### src/include/rbtl_defs.vh
// Purpose: Shared constants for the redundant block transfer link.
// Assumes: 100 MHz system clock.
// Notes: Included by the link design file only; word_skid does not include it.
`ifndef RBTL_DEFS_VH
`define RBTL_DEFS_VH
`define CLK_MHZ 100
`define SWITCH_MS 50
`define PRI_READ_WORDS 7'h02
`define BLOCK_MAX_WORDS 7'h40
`define SEQ_ONE 8'h01
`define SEQ_ZERO 8'h00
`define LEN_AUTO 7'h00
`define ST_FAST_BIT 11
`define ST_PRIMARY_BIT 0
`define ST_VALID_BIT 1
`define ST_SWITCH_BIT 2
`define ROLE_ARB 2'h0
`define ROLE_PRI 2'h1
`define ROLE_SEC 2'h2
`define ROLE_FAULT 2'h3
`endif

### src/logic/word_skid.v
// Purpose: Two-entry buffer with valid and ready on both sides.
// Assumes: Single clock, synchronous active-low reset.
// Notes: Ready upstream depends only on stored occupancy.
module word_skid #(
    parameter W = 16
) (
    input wire i_clk,
    input wire i_rst_n,
    input wire i_valid,
    output wire o_ready,
    input wire [W-1:0] i_data,
    output wire o_valid,
    input wire i_ready,
    output wire [W-1:0] o_data
);
    reg [W-1:0] mem_q [0:1];
    reg rd_q;
    reg wr_q;
    reg [1:0] cnt_q;
    wire push = i_valid && (cnt_q != 2'h2);
    wire pop = i_ready && (cnt_q != 2'h0);
    assign o_ready = (cnt_q != 2'h2);
    assign o_valid = (cnt_q != 2'h0);
    assign o_data = mem_q[rd_q];
    always @(posedge i_clk) begin
        if (!i_rst_n) begin
            rd_q <= 1'b0;
            wr_q <= 1'b0;
            cnt_q <= 2'h0;
            mem_q[0] <= {W{1'b0}};
            mem_q[1] <= {W{1'b0}};
        end else begin
            if (push) begin
                mem_q[wr_q] <= i_data;
                wr_q <= ~wr_q;
            end
            if (pop) begin
                rd_q <= ~rd_q;
            end
            if (push && !pop) begin
                cnt_q <= cnt_q + 2'h1;
            end else if (pop && !push) begin
                cnt_q <= cnt_q - 2'h1;
            end
        end
    end
endmodule // word_skid

### src/logic/redundant_block_transfer_link.v
// Purpose: Block transfer engine and switchover control of one redundant module.
// Assumes: Link words arrive already deserialised, with an end-of-block error flag.
// Notes: Write and link-receive ports are plain strobes; read and link-send ports use valid and ready; five level pins pass two flip-flops, I_ARB_WIN none.
`include "rbtl_defs.vh"
module redundant_block_transfer_link #(
    parameter SWITCH_CYCLES = `SWITCH_MS * `CLK_MHZ * 1000,
    parameter ARB_CYCLES = 1000
) (
    input wire I_CLK_SYS,
    input wire I_RST_N,
    input wire I_FAST_MODE,
    input wire I_PARTNER_ALIVE,
    input wire I_PROC_PROGRAM,
    input wire I_LOCAL_FAULT,
    input wire I_TAKEOVER_CMD,
    input wire I_ARB_WIN,
    input wire [7:0] I_NODE_ADDR,
    input wire I_BTW_START,
    input wire [6:0] I_BTW_LEN,
    input wire I_BTW_VALID,
    input wire [15:0] I_BTW_DATA,
    input wire I_BTW_LAST,
    input wire I_BTR_REQ,
    input wire I_BTR_READY,
    output wire O_BTR_VALID,
    output wire [15:0] O_BTR_DATA,
    output reg O_BTR_LAST,
    output reg O_LINK_VALID,
    input wire I_LINK_READY,
    output reg [15:0] O_LINK_DATA,
    output reg O_LINK_END,
    input wire I_LINK_RX_VALID,
    input wire [15:0] I_LINK_RX_DATA,
    input wire I_LINK_RX_END,
    input wire I_LINK_RX_ERR,
    input wire [7:0] I_LINK_RX_COUNT,
    output reg O_RELAY_CLOSE,
    output reg O_TAKEOVER_REQ,
    output reg O_IS_PRIMARY,
    output reg O_DATA_VALID,
    output reg [7:0] O_ACCESS_NODE,
    output reg [15:0] O_STATUS
);
    localparam ROLE_ARB = `ROLE_ARB;
    localparam ROLE_PRI = `ROLE_PRI;
    localparam ROLE_SEC = `ROLE_SEC;
    localparam ROLE_FAULT = `ROLE_FAULT;
    localparam RD_IDLE = 2'h0;
    localparam RD_HDR = 2'h1;
    localparam RD_DATA = 2'h2;
    // Pin inputs through two flip-flops; only stage two is read.
    reg [4:0] pin_a_q;
    reg [4:0] pin_b_q;
    wire fast = pin_b_q[0];
    wire partner = pin_b_q[1];
    wire prog = pin_b_q[2];
    wire fault = pin_b_q[3];
    wire takeover = pin_b_q[4];
    always @(posedge I_CLK_SYS) begin
        if (!I_RST_N) begin
            pin_a_q <= 5'h00;
            pin_b_q <= 5'h00;
        end else begin
            pin_a_q <= {I_TAKEOVER_CMD, I_LOCAL_FAULT, I_PROC_PROGRAM, I_PARTNER_ALIVE,
                I_FAST_MODE};
            pin_b_q <= pin_a_q;
        end
    end
    // Role machine and relay timing.
    reg [1:0] role_q;
    reg [31:0] tmr_q;
    reg sw_pend_q;
    reg started_q;
    always @(posedge I_CLK_SYS) begin
        if (!I_RST_N) begin
            role_q <= ROLE_ARB;
            tmr_q <= 32'h0;
            sw_pend_q <= 1'b0;
            O_RELAY_CLOSE <= 1'b0;
            O_TAKEOVER_REQ <= 1'b0;
        end else begin
            O_TAKEOVER_REQ <= 1'b0;
            case (role_q)
                ROLE_ARB: begin
                    O_RELAY_CLOSE <= 1'b0;
                    tmr_q <= tmr_q + 32'h1;
                    if (prog && partner) begin
                        role_q <= ROLE_SEC;
                    end else if (partner && !I_ARB_WIN) begin
                        role_q <= ROLE_SEC;
                    end else if (tmr_q >= ARB_CYCLES) begin
                        role_q <= ROLE_PRI;
                        O_RELAY_CLOSE <= 1'b1;
                    end
                end
                ROLE_PRI: begin
                    if (fault) begin
                        O_RELAY_CLOSE <= 1'b0;
                        O_TAKEOVER_REQ <= 1'b1;
                        role_q <= ROLE_FAULT;
                    end
                end
                ROLE_SEC: begin
                    O_RELAY_CLOSE <= 1'b0;
                    if (takeover && !sw_pend_q) begin
                        sw_pend_q <= 1'b1;
                        tmr_q <= 32'h0;
                    end else if (sw_pend_q) begin
                        tmr_q <= tmr_q + 32'h1;
                        // Close two counts short of the bound rather than exactly at it.
                        if (tmr_q >= SWITCH_CYCLES - 2) begin
                            O_RELAY_CLOSE <= 1'b1;
                            role_q <= ROLE_PRI;
                            sw_pend_q <= 1'b0;
                        end
                    end
                end
                default: begin
                    O_RELAY_CLOSE <= 1'b0;
                end
            endcase
        end
    end
    wire is_pri = (role_q == ROLE_PRI);
    wire is_sec = (role_q == ROLE_SEC);
    // Primary write path: collect a block, forward it one at a time.
    reg [15:0] blk_q [0:63];
    reg [6:0] wcnt_q;
    reg [6:0] scnt_q;
    reg sending_q;
    reg err_pend_q;
    reg [7:0] seg_len_q;
    reg first_q;
    wire len_ok = (I_BTW_LEN == `LEN_AUTO);
    always @(posedge I_CLK_SYS) begin
        if (!I_RST_N) begin
            wcnt_q <= 7'h00;
            scnt_q <= 7'h00;
            sending_q <= 1'b0;
            err_pend_q <= 1'b0;
            seg_len_q <= `SEQ_ONE;
            first_q <= 1'b0;
            O_LINK_VALID <= 1'b0;
            O_LINK_DATA <= 16'h0000;
            O_LINK_END <= 1'b0;
        end else begin
            if (I_BTW_START) begin
                wcnt_q <= 7'h00;
                first_q <= 1'b1;
                err_pend_q <= !len_ok;
            end
            if (I_BTW_VALID && !sending_q && wcnt_q < `BLOCK_MAX_WORDS) begin
                if (is_sec && first_q) begin
                    seg_len_q <= I_BTW_DATA[7:0];
                end else begin
                    blk_q[wcnt_q[5:0]] <= I_BTW_DATA;
                    wcnt_q <= wcnt_q + 7'h01;
                end
                first_q <= 1'b0;
            end else if (I_BTW_VALID) begin
                err_pend_q <= 1'b1;
            end
            if (I_BTW_LAST && is_pri && !fault && !err_pend_q && wcnt_q != 7'h00) begin
                sending_q <= 1'b1;
                scnt_q <= 7'h00;
            end
            if (sending_q && (!O_LINK_VALID || I_LINK_READY)) begin
                if (fault || !is_pri) begin
                    sending_q <= 1'b0;
                    O_LINK_VALID <= 1'b0;
                    wcnt_q <= 7'h00;
                end else if (scnt_q < wcnt_q) begin
                    O_LINK_VALID <= 1'b1;
                    O_LINK_DATA <= blk_q[scnt_q[5:0]];
                    O_LINK_END <= (scnt_q == wcnt_q - 7'h01);
                    scnt_q <= scnt_q + 7'h01;
                end else begin
                    O_LINK_VALID <= 1'b0;
                    O_LINK_END <= 1'b0;
                    sending_q <= 1'b0;
                    wcnt_q <= 7'h00;
                end
            end
        end
    end
    // Secondary receive path: stage a block, commit only when clean.
    reg [15:0] rx_q [0:63];
    reg [6:0] rcnt_q;
    reg [6:0] rlen_q;
    reg rel_q;
    reg [7:0] got_q;
    reg [7:0] seq_q;
    reg [6:0] rptr_q;
    reg [1:0] rd_q;
    reg [15:0] rd_word;
    reg rd_push;
    wire rd_ready;
    wire blk_ok = I_LINK_RX_VALID && I_LINK_RX_END && !I_LINK_RX_ERR;
    always @(posedge I_CLK_SYS) begin
        if (!I_RST_N) begin
            rcnt_q <= 7'h00;
            rlen_q <= 7'h00;
            rel_q <= 1'b0;
            got_q <= `SEQ_ZERO;
            O_DATA_VALID <= 1'b0;
        end else begin
            if (I_LINK_RX_VALID && is_sec) begin
                if (rcnt_q < `BLOCK_MAX_WORDS) begin
                    rx_q[rcnt_q[5:0]] <= I_LINK_RX_DATA;
                end
                rcnt_q <= I_LINK_RX_END ? 7'h00 : rcnt_q + 7'h01;
                if (blk_ok) begin
                    rlen_q <= rcnt_q + 7'h01;
                    got_q <= got_q + 8'h01;
                    if (fast) begin
                        O_DATA_VALID <= 1'b1;
                        rel_q <= 1'b1;
                    end else if (got_q + 8'h01 == seg_len_q &&
                                 got_q + 8'h01 == I_LINK_RX_COUNT) begin
                        O_DATA_VALID <= 1'b1;
                        rel_q <= 1'b1;
                        got_q <= `SEQ_ZERO;
                    end
                end else if (I_LINK_RX_END) begin
                    got_q <= got_q;
                end
            end
            if (rd_q == RD_IDLE && I_BTR_REQ && rel_q && is_sec) begin
                rel_q <= 1'b0;
                O_DATA_VALID <= fast ? 1'b0 : O_DATA_VALID;
            end
        end
    end
    // Block read path feeding the two-entry buffer.
    reg [1:0] hcnt_q;
    reg data_rd_q;
    always @(posedge I_CLK_SYS) begin
        if (!I_RST_N) begin
            rd_q <= RD_IDLE;
            seq_q <= `SEQ_ZERO;
            rptr_q <= 7'h00;
            hcnt_q <= 2'h0;
            data_rd_q <= 1'b0;
            O_BTR_LAST <= 1'b0;
        end else begin
            case (rd_q)
                RD_IDLE: begin
                    O_BTR_LAST <= 1'b0;
                    if (I_BTR_REQ) begin
                        rd_q <= RD_HDR;
                        hcnt_q <= 2'h0;
                        rptr_q <= 7'h00;
                        data_rd_q <= is_sec && rel_q;
                        if (is_pri && (!partner || !started_q)) begin
                            seq_q <= `SEQ_ONE;
                        end else if (is_sec && rel_q) begin
                            seq_q <= seq_q + 8'h01;
                        end else if (is_sec) begin
                            seq_q <= `SEQ_ZERO;
                        end
                    end
                    if (!is_sec && !is_pri) begin
                        seq_q <= `SEQ_ZERO;
                    end
                end
                RD_HDR: begin
                    if (rd_ready) begin
                        hcnt_q <= hcnt_q + 2'h1;
                        if (hcnt_q == 2'h1) begin
                            rd_q <= data_rd_q ? RD_DATA : RD_IDLE;
                        end
                    end
                end
                RD_DATA: begin
                    if (rd_ready) begin
                        rptr_q <= rptr_q + 7'h01;
                        if (rptr_q + 7'h01 >= rlen_q) begin
                            rd_q <= RD_IDLE;
                        end
                    end
                end
                default: begin
                    rd_q <= RD_IDLE;
                end
            endcase
            if (is_pri && rd_q == RD_HDR && hcnt_q == 2'h1 && rd_ready) begin
                seq_q <= seq_q;
            end
        end
    end
    // Seed counter: primary reports block one until it has answered once with partner up.
    always @* begin
        rd_push = (rd_q == RD_HDR) || (rd_q == RD_DATA);
        if (rd_q == RD_HDR) begin
            rd_word = (hcnt_q == 2'h0) ? O_STATUS : {8'h00, seq_q};
        end else begin
            rd_word = rx_q[rptr_q[5:0]];
        end
    end
    always @(posedge I_CLK_SYS) begin
        if (!I_RST_N) begin
            O_STATUS <= 16'h0000;
            O_IS_PRIMARY <= 1'b0;
            O_ACCESS_NODE <= 8'h00;
        end else begin
            O_STATUS <= 16'h0000;
            O_STATUS[`ST_PRIMARY_BIT] <= is_pri;
            O_STATUS[`ST_VALID_BIT] <= O_DATA_VALID;
            O_STATUS[`ST_SWITCH_BIT] <= sw_pend_q;
            O_STATUS[`ST_FAST_BIT] <= fast;
            O_IS_PRIMARY <= is_pri;
            O_ACCESS_NODE <= I_NODE_ADDR + 8'h01;
        end
    end
    // Sole driver of the seed flag; it restarts whenever this side is not primary.
    always @(posedge I_CLK_SYS) begin
        if (!I_RST_N || !is_pri) begin
            started_q <= 1'b0;
        end else if (rd_q == RD_HDR && partner && hcnt_q == 2'h1 && rd_ready) begin
            started_q <= 1'b1;
        end
    end
    word_skid #(
        .W(16)
    ) u_rd_buf (
        .i_clk(I_CLK_SYS),
        .i_rst_n(I_RST_N),
        .i_valid(rd_push),
        .o_ready(rd_ready),
        .i_data(rd_word),
        .o_valid(O_BTR_VALID),
        .i_ready(I_BTR_READY),
        .o_data(O_BTR_DATA)
    );
endmodule // redundant_block_transfer_link

### config.mk
export PLATFORM = sky130hd
export DESIGN_NAME = redundant_block_transfer_link
export DESIGN_NICKNAME = d
export VERILOG_FILES = /design/src/logic/word_skid.v /design/src/logic/redundant_block_transfer_link.v
export VERILOG_INCLUDE_DIRS = /design/src /design/src/include
export SDC_FILE = /design/constraint.sdc
export NUM_CORES = 2
export LEC_CHECK = 0
export BUFFER_PORTS_ARGS = -buffer_cell sky130_fd_sc_hd__buf_4
export CORE_ASPECT_RATIO = 0.9
export CORE_MARGIN = 5
export CORE_UTILIZATION = 45
export DETAILED_ROUTE_END_ITERATION = 16
export GPL_TIMING_DRIVEN = 0
export SYNTH_ARGS = -nofsm -noshare
export SYNTH_HDL_FRONTEND = slang
export SYNTH_SLANG_ARGS = --single-unit
### constraint.sdc
create_clock -name I_CLK_SYS -period 3.3 [get_ports I_CLK_SYS]
set_input_delay 0.165 -clock I_CLK_SYS [delete_from_list [all_inputs] [get_ports I_CLK_SYS]]
set_output_delay 0.165 -clock I_CLK_SYS [all_outputs]
set_load 0.05 [all_outputs]
# [After elaboration in Yosys (flattened, before gate mapping)]
# Memories as Yosys holds them, arrays and structs flattened. A register that Yosys moved wholly into a read port is not among the register bits.
# Cells that the tools add are included.
[classes] reduce_logical=85 n_div=0 n_lt_le_gt_ge=6 n_mul=0 n_eq_ne=22 mux=93 bitwise_logic=5 shifts=0 add_sub_neg=12
[op_table] operator="2-to-1 mux 7 bit" count=13
[op_table] operator="2-to-1 mux 32 bit" count=2
[op_table] operator="case mux 32 bit (2 select lines)" count=1
[op_table] operator="2-to-1 mux 8 bit" count=7
[op_table] operator="2-to-1 mux 16 bit" count=3
[op_table] operator="2-to-1 mux 1 bit" count=43
[op_table] operator="2-to-1 mux 2 bit" count=17
[op_table] operator="adder 32 x 1 -> 32 bit, second input constant" count=1
[op_table] operator=">= comparator 32 x 10 -> 1 bit, second input constant" count=1
[op_table] operator=">= comparator 32 x 23 -> 1 bit, second input constant" count=1
[op_table] operator="logical AND 1 bit" count=31
[op_table] operator="adder 7 x 1 -> 7 bit, second input constant" count=4
[op_table] operator="adder 8 x 1 -> 8 bit, second input constant" count=3
[op_table] operator="inequality test 2 bit, second input constant" count=10
[op_table] operator="nonzero test 2 bit" count=9
[op_table] operator="equality test 8 bit" count=2
[op_table] operator="logical NOT 1 bit" count=16
[op_table] operator="OR reduction 16 bit" count=1
[op_table] operator="less-than comparator 7 bit, second input constant" count=2
[op_table] operator="case mux 7 bit (2 select lines)" count=1
[op_table] operator="2-to-1 mux 6 bit" count=2
[op_table] operator="case mux 2 bit (3 select lines)" count=2
[op_table] operator="AND reduction 2 bit" count=6
[op_table] operator="AND reduction 3 bit" count=4
[op_table] operator="other kinds (25)" count=41
[word_totals] memories=3 regBits=148 ramBits=2080 in_bits=72 wordCells=259 latchBits=0 out_inout_bits=64 romBits=0
[mem_list] name="blk_q" words=64 width=16 rd=1 rd_clocked_by_memory_dff=1 write_ports=1 line_no="redundant_block_transfer_link.v:127" rtl="reg [15:0] blk_q [0:63];"
[mem_list] name="rx_q" words=64 width=16 rd=1 rd_clocked_by_memory_dff=1 write_ports=1 line_no="redundant_block_transfer_link.v:187" rtl="reg [15:0] rx_q [0:63];"
[mem_list] name="u_rd_buf.mem_q" words=2 width=16 rd=1 rd_clocked_by_memory_dff=1 write_ports=2 line_no="word_skid.v:16" rtl="reg [W-1:0] mem_q [0:1];"

# [Logic depth before layout (Yosys ltp)]
[depth] ltp_word=9 depth_mapped=15 depth_no_buf=9

# [Modules after synthesis]
# From an unflattened synthesis, not the netlist that was laid out.
[hier_totals] hier_cells=4342 hier_area_um2=87655.3
[modules_own_cells] module="redundant_block_transfer_link" area_per_inst_um2=86020.0 cells_per_inst=4214 instances=1 seq_area_each_um2=64561.9
[modules_own_cells] module="word_skid" area_per_inst_um2=1635.3 cells_per_inst=128 instances=1 seq_area_each_um2=1061.0

# [Worst setup path after synthesis]
# OpenSTA, ideal clock, no wires.
[synth_path] path_kind="reg2reg" startpoint="reg role_q[0]" endpoint="mem rx_q[32][0] (enable)" setup_time_ns=0.390 t_required_ns=2.910 synth_period_minus_slack_ns=2.933 path_buffers=1 arrival_time_ns=2.543 path_slack_ns=0.367 stages_incl_launch_ff=8 path_cell_list="dfxtp_1 -> inv_1 -> ha_1 -> clkbuf_1 -> nand2_1 -> nor3_1 -> nand3_1 -> nor2b_1"
[synth_via] elab_chain_cells=5
[synth_rtl] item="start, declared" line_no="redundant_block_transfer_link.v:70" rtl="reg [1:0] role_q;"
[synth_rtl] item="start signal, assigned" line_no="redundant_block_transfer_link.v:76" rtl="role_q <= ROLE_ARB;"
[synth_rtl] item="start signal, assigned" line_no="redundant_block_transfer_link.v:88" rtl="role_q <= ROLE_SEC;"
[synth_rtl] item="start signal, assigned" line_no="redundant_block_transfer_link.v:90" rtl="role_q <= ROLE_SEC;"
[synth_rtl] item="equality test 2 bit" line_no="redundant_block_transfer_link.v:125" rtl="wire is_sec = (role_q == ROLE_SEC);"
[synth_rtl] item="logical AND 1 bit" line_no="redundant_block_transfer_link.v:207" rtl="if (I_LINK_RX_VALID && is_sec) begin"
[synth_rtl] item="2-to-1 mux 1 bit" line_no="redundant_block_transfer_link.v:207"
[synth_rtl] item="2-to-1 mux 1 bit" line_no="redundant_block_transfer_link.v:200" rtl="if (!I_RST_N) begin"
[synth_rtl] item="2-to-1 mux 1 bit (not written as such)" line_no="redundant_block_transfer_link.v:209" rtl="rx_q[rcnt_q[5:0]] <= I_LINK_RX_DATA;"
[synth_rtl] item="end, declared" line_no="redundant_block_transfer_link.v:187"
# No other way between the ends.

# [Final worst setup path]
[layout_path] startpoint="reg role_q[0]" endpoint="mem blk_q[58][9] (enable)"
[layout_via] elab_chain_cells=6
[layout_rtl] item="equality test 2 bit" line_no="redundant_block_transfer_link.v:125"
[layout_rtl] item="logical AND 1 bit" line_no="redundant_block_transfer_link.v:153" rtl="if (is_sec && first_q) begin"
[layout_rtl] item="2-to-1 mux 1 bit" line_no="redundant_block_transfer_link.v:153"
[layout_rtl] item="2-to-1 mux 1 bit" line_no="redundant_block_transfer_link.v:152" rtl="if (I_BTW_VALID && !sending_q && wcnt_q < `BLOCK_MAX_WORDS) begin"
[layout_rtl] item="2-to-1 mux 1 bit" line_no="redundant_block_transfer_link.v:136" rtl="if (!I_RST_N) begin"
[layout_rtl] item="2-to-1 mux 1 bit (not written as such)" line_no="redundant_block_transfer_link.v:156" rtl="blk_q[wcnt_q[5:0]] <= I_BTW_DATA;"
[layout_rtl] item="end, declared" line_no="redundant_block_transfer_link.v:127"
# No other way between the ends.

==> metrics <==
skew final ~0.036 ns; Buffers on Ports 120; Overflow after GRT 0; Yosys Warn Count 0; critical path's top delay family simple AND/OR/NAND/NOR gates; Setup violations, final 0; Synth async-reset ratio 0%; Die Y 429 microns; Total Routed Length around 240,000 microns; via count 46,700; Avg Cell Area, Syn 19.9 sq um; Max Slew Vio Count 0; share of layout cells above drive strength 1 29.2%; CTS Buffer Depth 3; Core Footprint 194,000 sq um; DR vias/cell 6.05; most frequent cells in the layout 2,080 x edfxtp_1, 544 x mux4_2, 229 x clkbuf_16, 177 x buf_4, 158 x dfxtp_1; Worst Hold Class input pin to register; peak supply drop just under 400 uV; Tot Pwr a little under 60 mW; # clock sinks 2,238; Yosys cell types 77; area occupied by multi-input gates roughly 22,000 sq um; Worst path max stage delay 0.60 ns; Stages on worst setup path 7; first-pass GRT wire length between 300,000 and 400,000 microns; Hold Fails Final Rpt 0; largest net degree at the start of global routing 66; starting density of the core 45.3%; cell count after synthesis ~4,400; sequential-to-total area share from yosys stat about three quarters; CTS tree yes; fin worst setup slack 0.00104 ns; Leakage Power ~32 nW; fin crit period 3.30 ns; ANT nets after route 0; CP Data Arrival Time 3.86 ns; CP Launch Type register; min-delay src I_LINK_RX_COUNT[3]; Max Fclk between 300 and 400 MHz; critical path class register to register; Hold EP got_q[0]; Register-to-Register Path Depth 7; unrepaired setup endpoints after global routing yes; Crit Path Max Fanout 9; Buf+Inv Stages, Crit Path 2; total CTS buffers 223; Yosys reg bits around 2,200; Final HPWL DP 163,000 microns; RePlAce Congestion between 0.8 and 0.9; worst path required time 3.86 ns; clk_lat worst skew 0.86 ns; Rows 153; CP max stage cell nor2_4; Fillers between 10,000 and 15,000; global-route usage over all layers around a quarter; reg2reg start role_q[0]; post-synthesis cell area 87,700 sq um; Iteration-0 DRC Markers 6,624; Hold Path Depth 7; fin crit share 100%; chip width 475 microns; Max transition margin 19.9%; setup TNS 0 ns; Layout Area Growth over Synthesis 17.7%; # IOs 136; Die ar. between 200,000 and 250,000 sq um; commonest non-fill, non-tap cell in the layout edfxtp_1; initial antenna violation count 11; DRC errors left 0; Top FF cell, synth edfxtp_1; reg2reg end blk_q[58][9]; First-pass DRT Iterations 5; max cap viols 0; Least-Margin Pin Slew 1.18 ns; wire length per cell 31.5 microns; outcome complete, no violations; final core utilization 53.4%; flip-flop and latch area approximately 66,000 sq um; CTS clk-pin slew, worst paths 0.06 ns; via count of the first global-routing pass 46,100; Root Buffer clkbuf_16; Place WS -1.23 ns; reg2reg setup slack between 0.001 and 0.0015 ns; nets@finish 5,071; Worst Setup End Kind register; number of synthesized flops with an enable pin 2,080; crit-path cells inv_1 -> ha_1 -> a21oi_2 -> and3_1 -> nand2_1 -> nor2_4 -> buf_8; P per Cell Area 571 nW/um^2; H-tree depth 4
-- power breakdown --
| part | switching, mW | internal [mW] |
|---|---|---|
| Sequential | 0.124 | 31.2 |
| Combinational | 1.94 | 0.728 |
| Clock | 10.8 | 14.2 |
-- worst register-to-register path: stages (launching register included) --
cell	delay (ns)
dfxtp_1	0.38
inv_1	0.08
ha_1	0.41
a21oi_2	0.42
and3_1	0.32
nand2_1	0.56
nor2_4	0.60
buf_8	0.22
-- routing by layer --
metal / share of wire [%] / global-route usage [%]
met1: 42 / 35.5
met2: 45 / 34.9
met5: 0.0053 / 0
met3: 11 / 6.35
met4: 2.5 / 6.23
-- synth_stat cells (all sizes together), types with 4 or more instances --
| cell | n | area share (%) |
|---|---|---|
| edfxtp | 2080 | 71 |
| mux4 | 544 | 14 |
| nor2 | 281 | 1.2 |
| dfxtp | 158 | 3.6 |
| buf | 151 | 0.94 |
| mux2i | 137 | 1.6 |
| a22oi | 115 | 0.98 |
| nand2 | 112 | 0.48 |
| a21oi | 104 | 0.60 |
| clkbuf | 90 | 0.39 |
| o21ai | 85 | 0.49 |
| nand3 | 84 | 0.51 |
| inv | 37 | 0.16 |
| xor2 | 37 | 0.37 |
| ha | 35 | 0.50 |
| nor3 | 34 | 0.19 |
| mux2 | 32 | 0.41 |
| and2 | 30 | 0.22 |
| and3 | 20 | 0.14 |
| nand4 | 20 | 0.14 |
| xnor2 | 20 | 0.20 |
| nor2b | 17 | 0.12 |
| nand2b | 16 | 0.11 |
| or3 | 16 | 0.11 |
| a211oi | 15 | 0.13 |
| nand3b | 12 | 0.10 |
| or2 | 11 | 0.078 |
| or4 | 11 | 0.098 |
| nor4 | 10 | 0.088 |
| o211ai | 9 | 0.077 |
| a22o | 8 | 0.080 |
| nor3b | 8 | 0.068 |
| a31oi | 7 | 0.050 |
| a221oi | 5 | 0.057 |
| o21a | 5 | 0.043 |
| or3b | 5 | 0.050 |
| a21o | 4 | 0.034 |
| and4 | 4 | 0.040 |
-- how the worst max path moves through the flow --
stage,from,end,slack [ns]
after global placement,I_RST_N,rx_q[32][7],-2.13
after CTS,role_q[0],blk_q[32][13],-0.1
after detailed placement,I_RST_N,rx_q[44][13],-1.23
final,role_q[0],blk_q[58][9],0.001
after global routing,role_q[0],blk_q[58][6],-0.03
after floorplan,role_q[0],rx_q[32][0],0.37
-- final cells by class --
type | instances | share of cell area (%)
Sequential cell | 2238 | 63.5
Antenna cell | 5 | 0.0121
Inverter | 38 | 0.138
Multi-Input combinational cell | 1902 | 21.0
Buffer | 239 | 1.37
Clock inverter | 123 | 1.03
Tap cell | 2557 | 3.10
Clock buffer | 298 | 5.95
Timing Repair Buffer | 322 | 3.88
-- repair_timing --
| action | 4_1_cts | 5_1_grt |
|---|---|---|
| resized for setup | 186 | 87 |
| setup buffers | 3 | 5 |
| pin swaps | 4 | 3 |
| hold endpoints to repair | 2100 | 2 |
| hold buffers | 65 | 1 |
| endpoints found under the setup margin | 1528 | 1063 |
-- metrics by stage --
stage          hold slack, ns  instance area (sq um)  std cells
2_1_floorplan           0.237                  87700       4419
3_3_place_gp            0.349                  91800       7096
3_5_place_dp            0.352                  94500       7224
4_1_cts               0.00800                 103000       7711
5_1_grt                0.0628                 103000       7720
6_report               0.0770                 103000       7722
-- state kept, by name (all words and copies together), names as in the netlist, 8 cells and up, named ones only --
name / flops
blk_q: 1024
rx_q: 1024
tmr_q: 32
u_rd_buf.mem_q: 32
O_LINK_DATA: 16
O_ACCESS_NODE: 8
got_q: 8
seg_len_q: 8
seq_q: 8
-- cells by family after synthesis --
family | after synthesis | synth area share (%)
compound gates | 387 | 2.83
xor+xnor | 57 | 0.569
fa+ha+maj | 35 | 0.499
buf+inv | 279 | 1.49
flops | 2238 | 74.8
mux | 713 | 15.9
other cells | 1 | 0.00428
simple gates | 697 | 3.83
(Power assumes the default switching activity.)
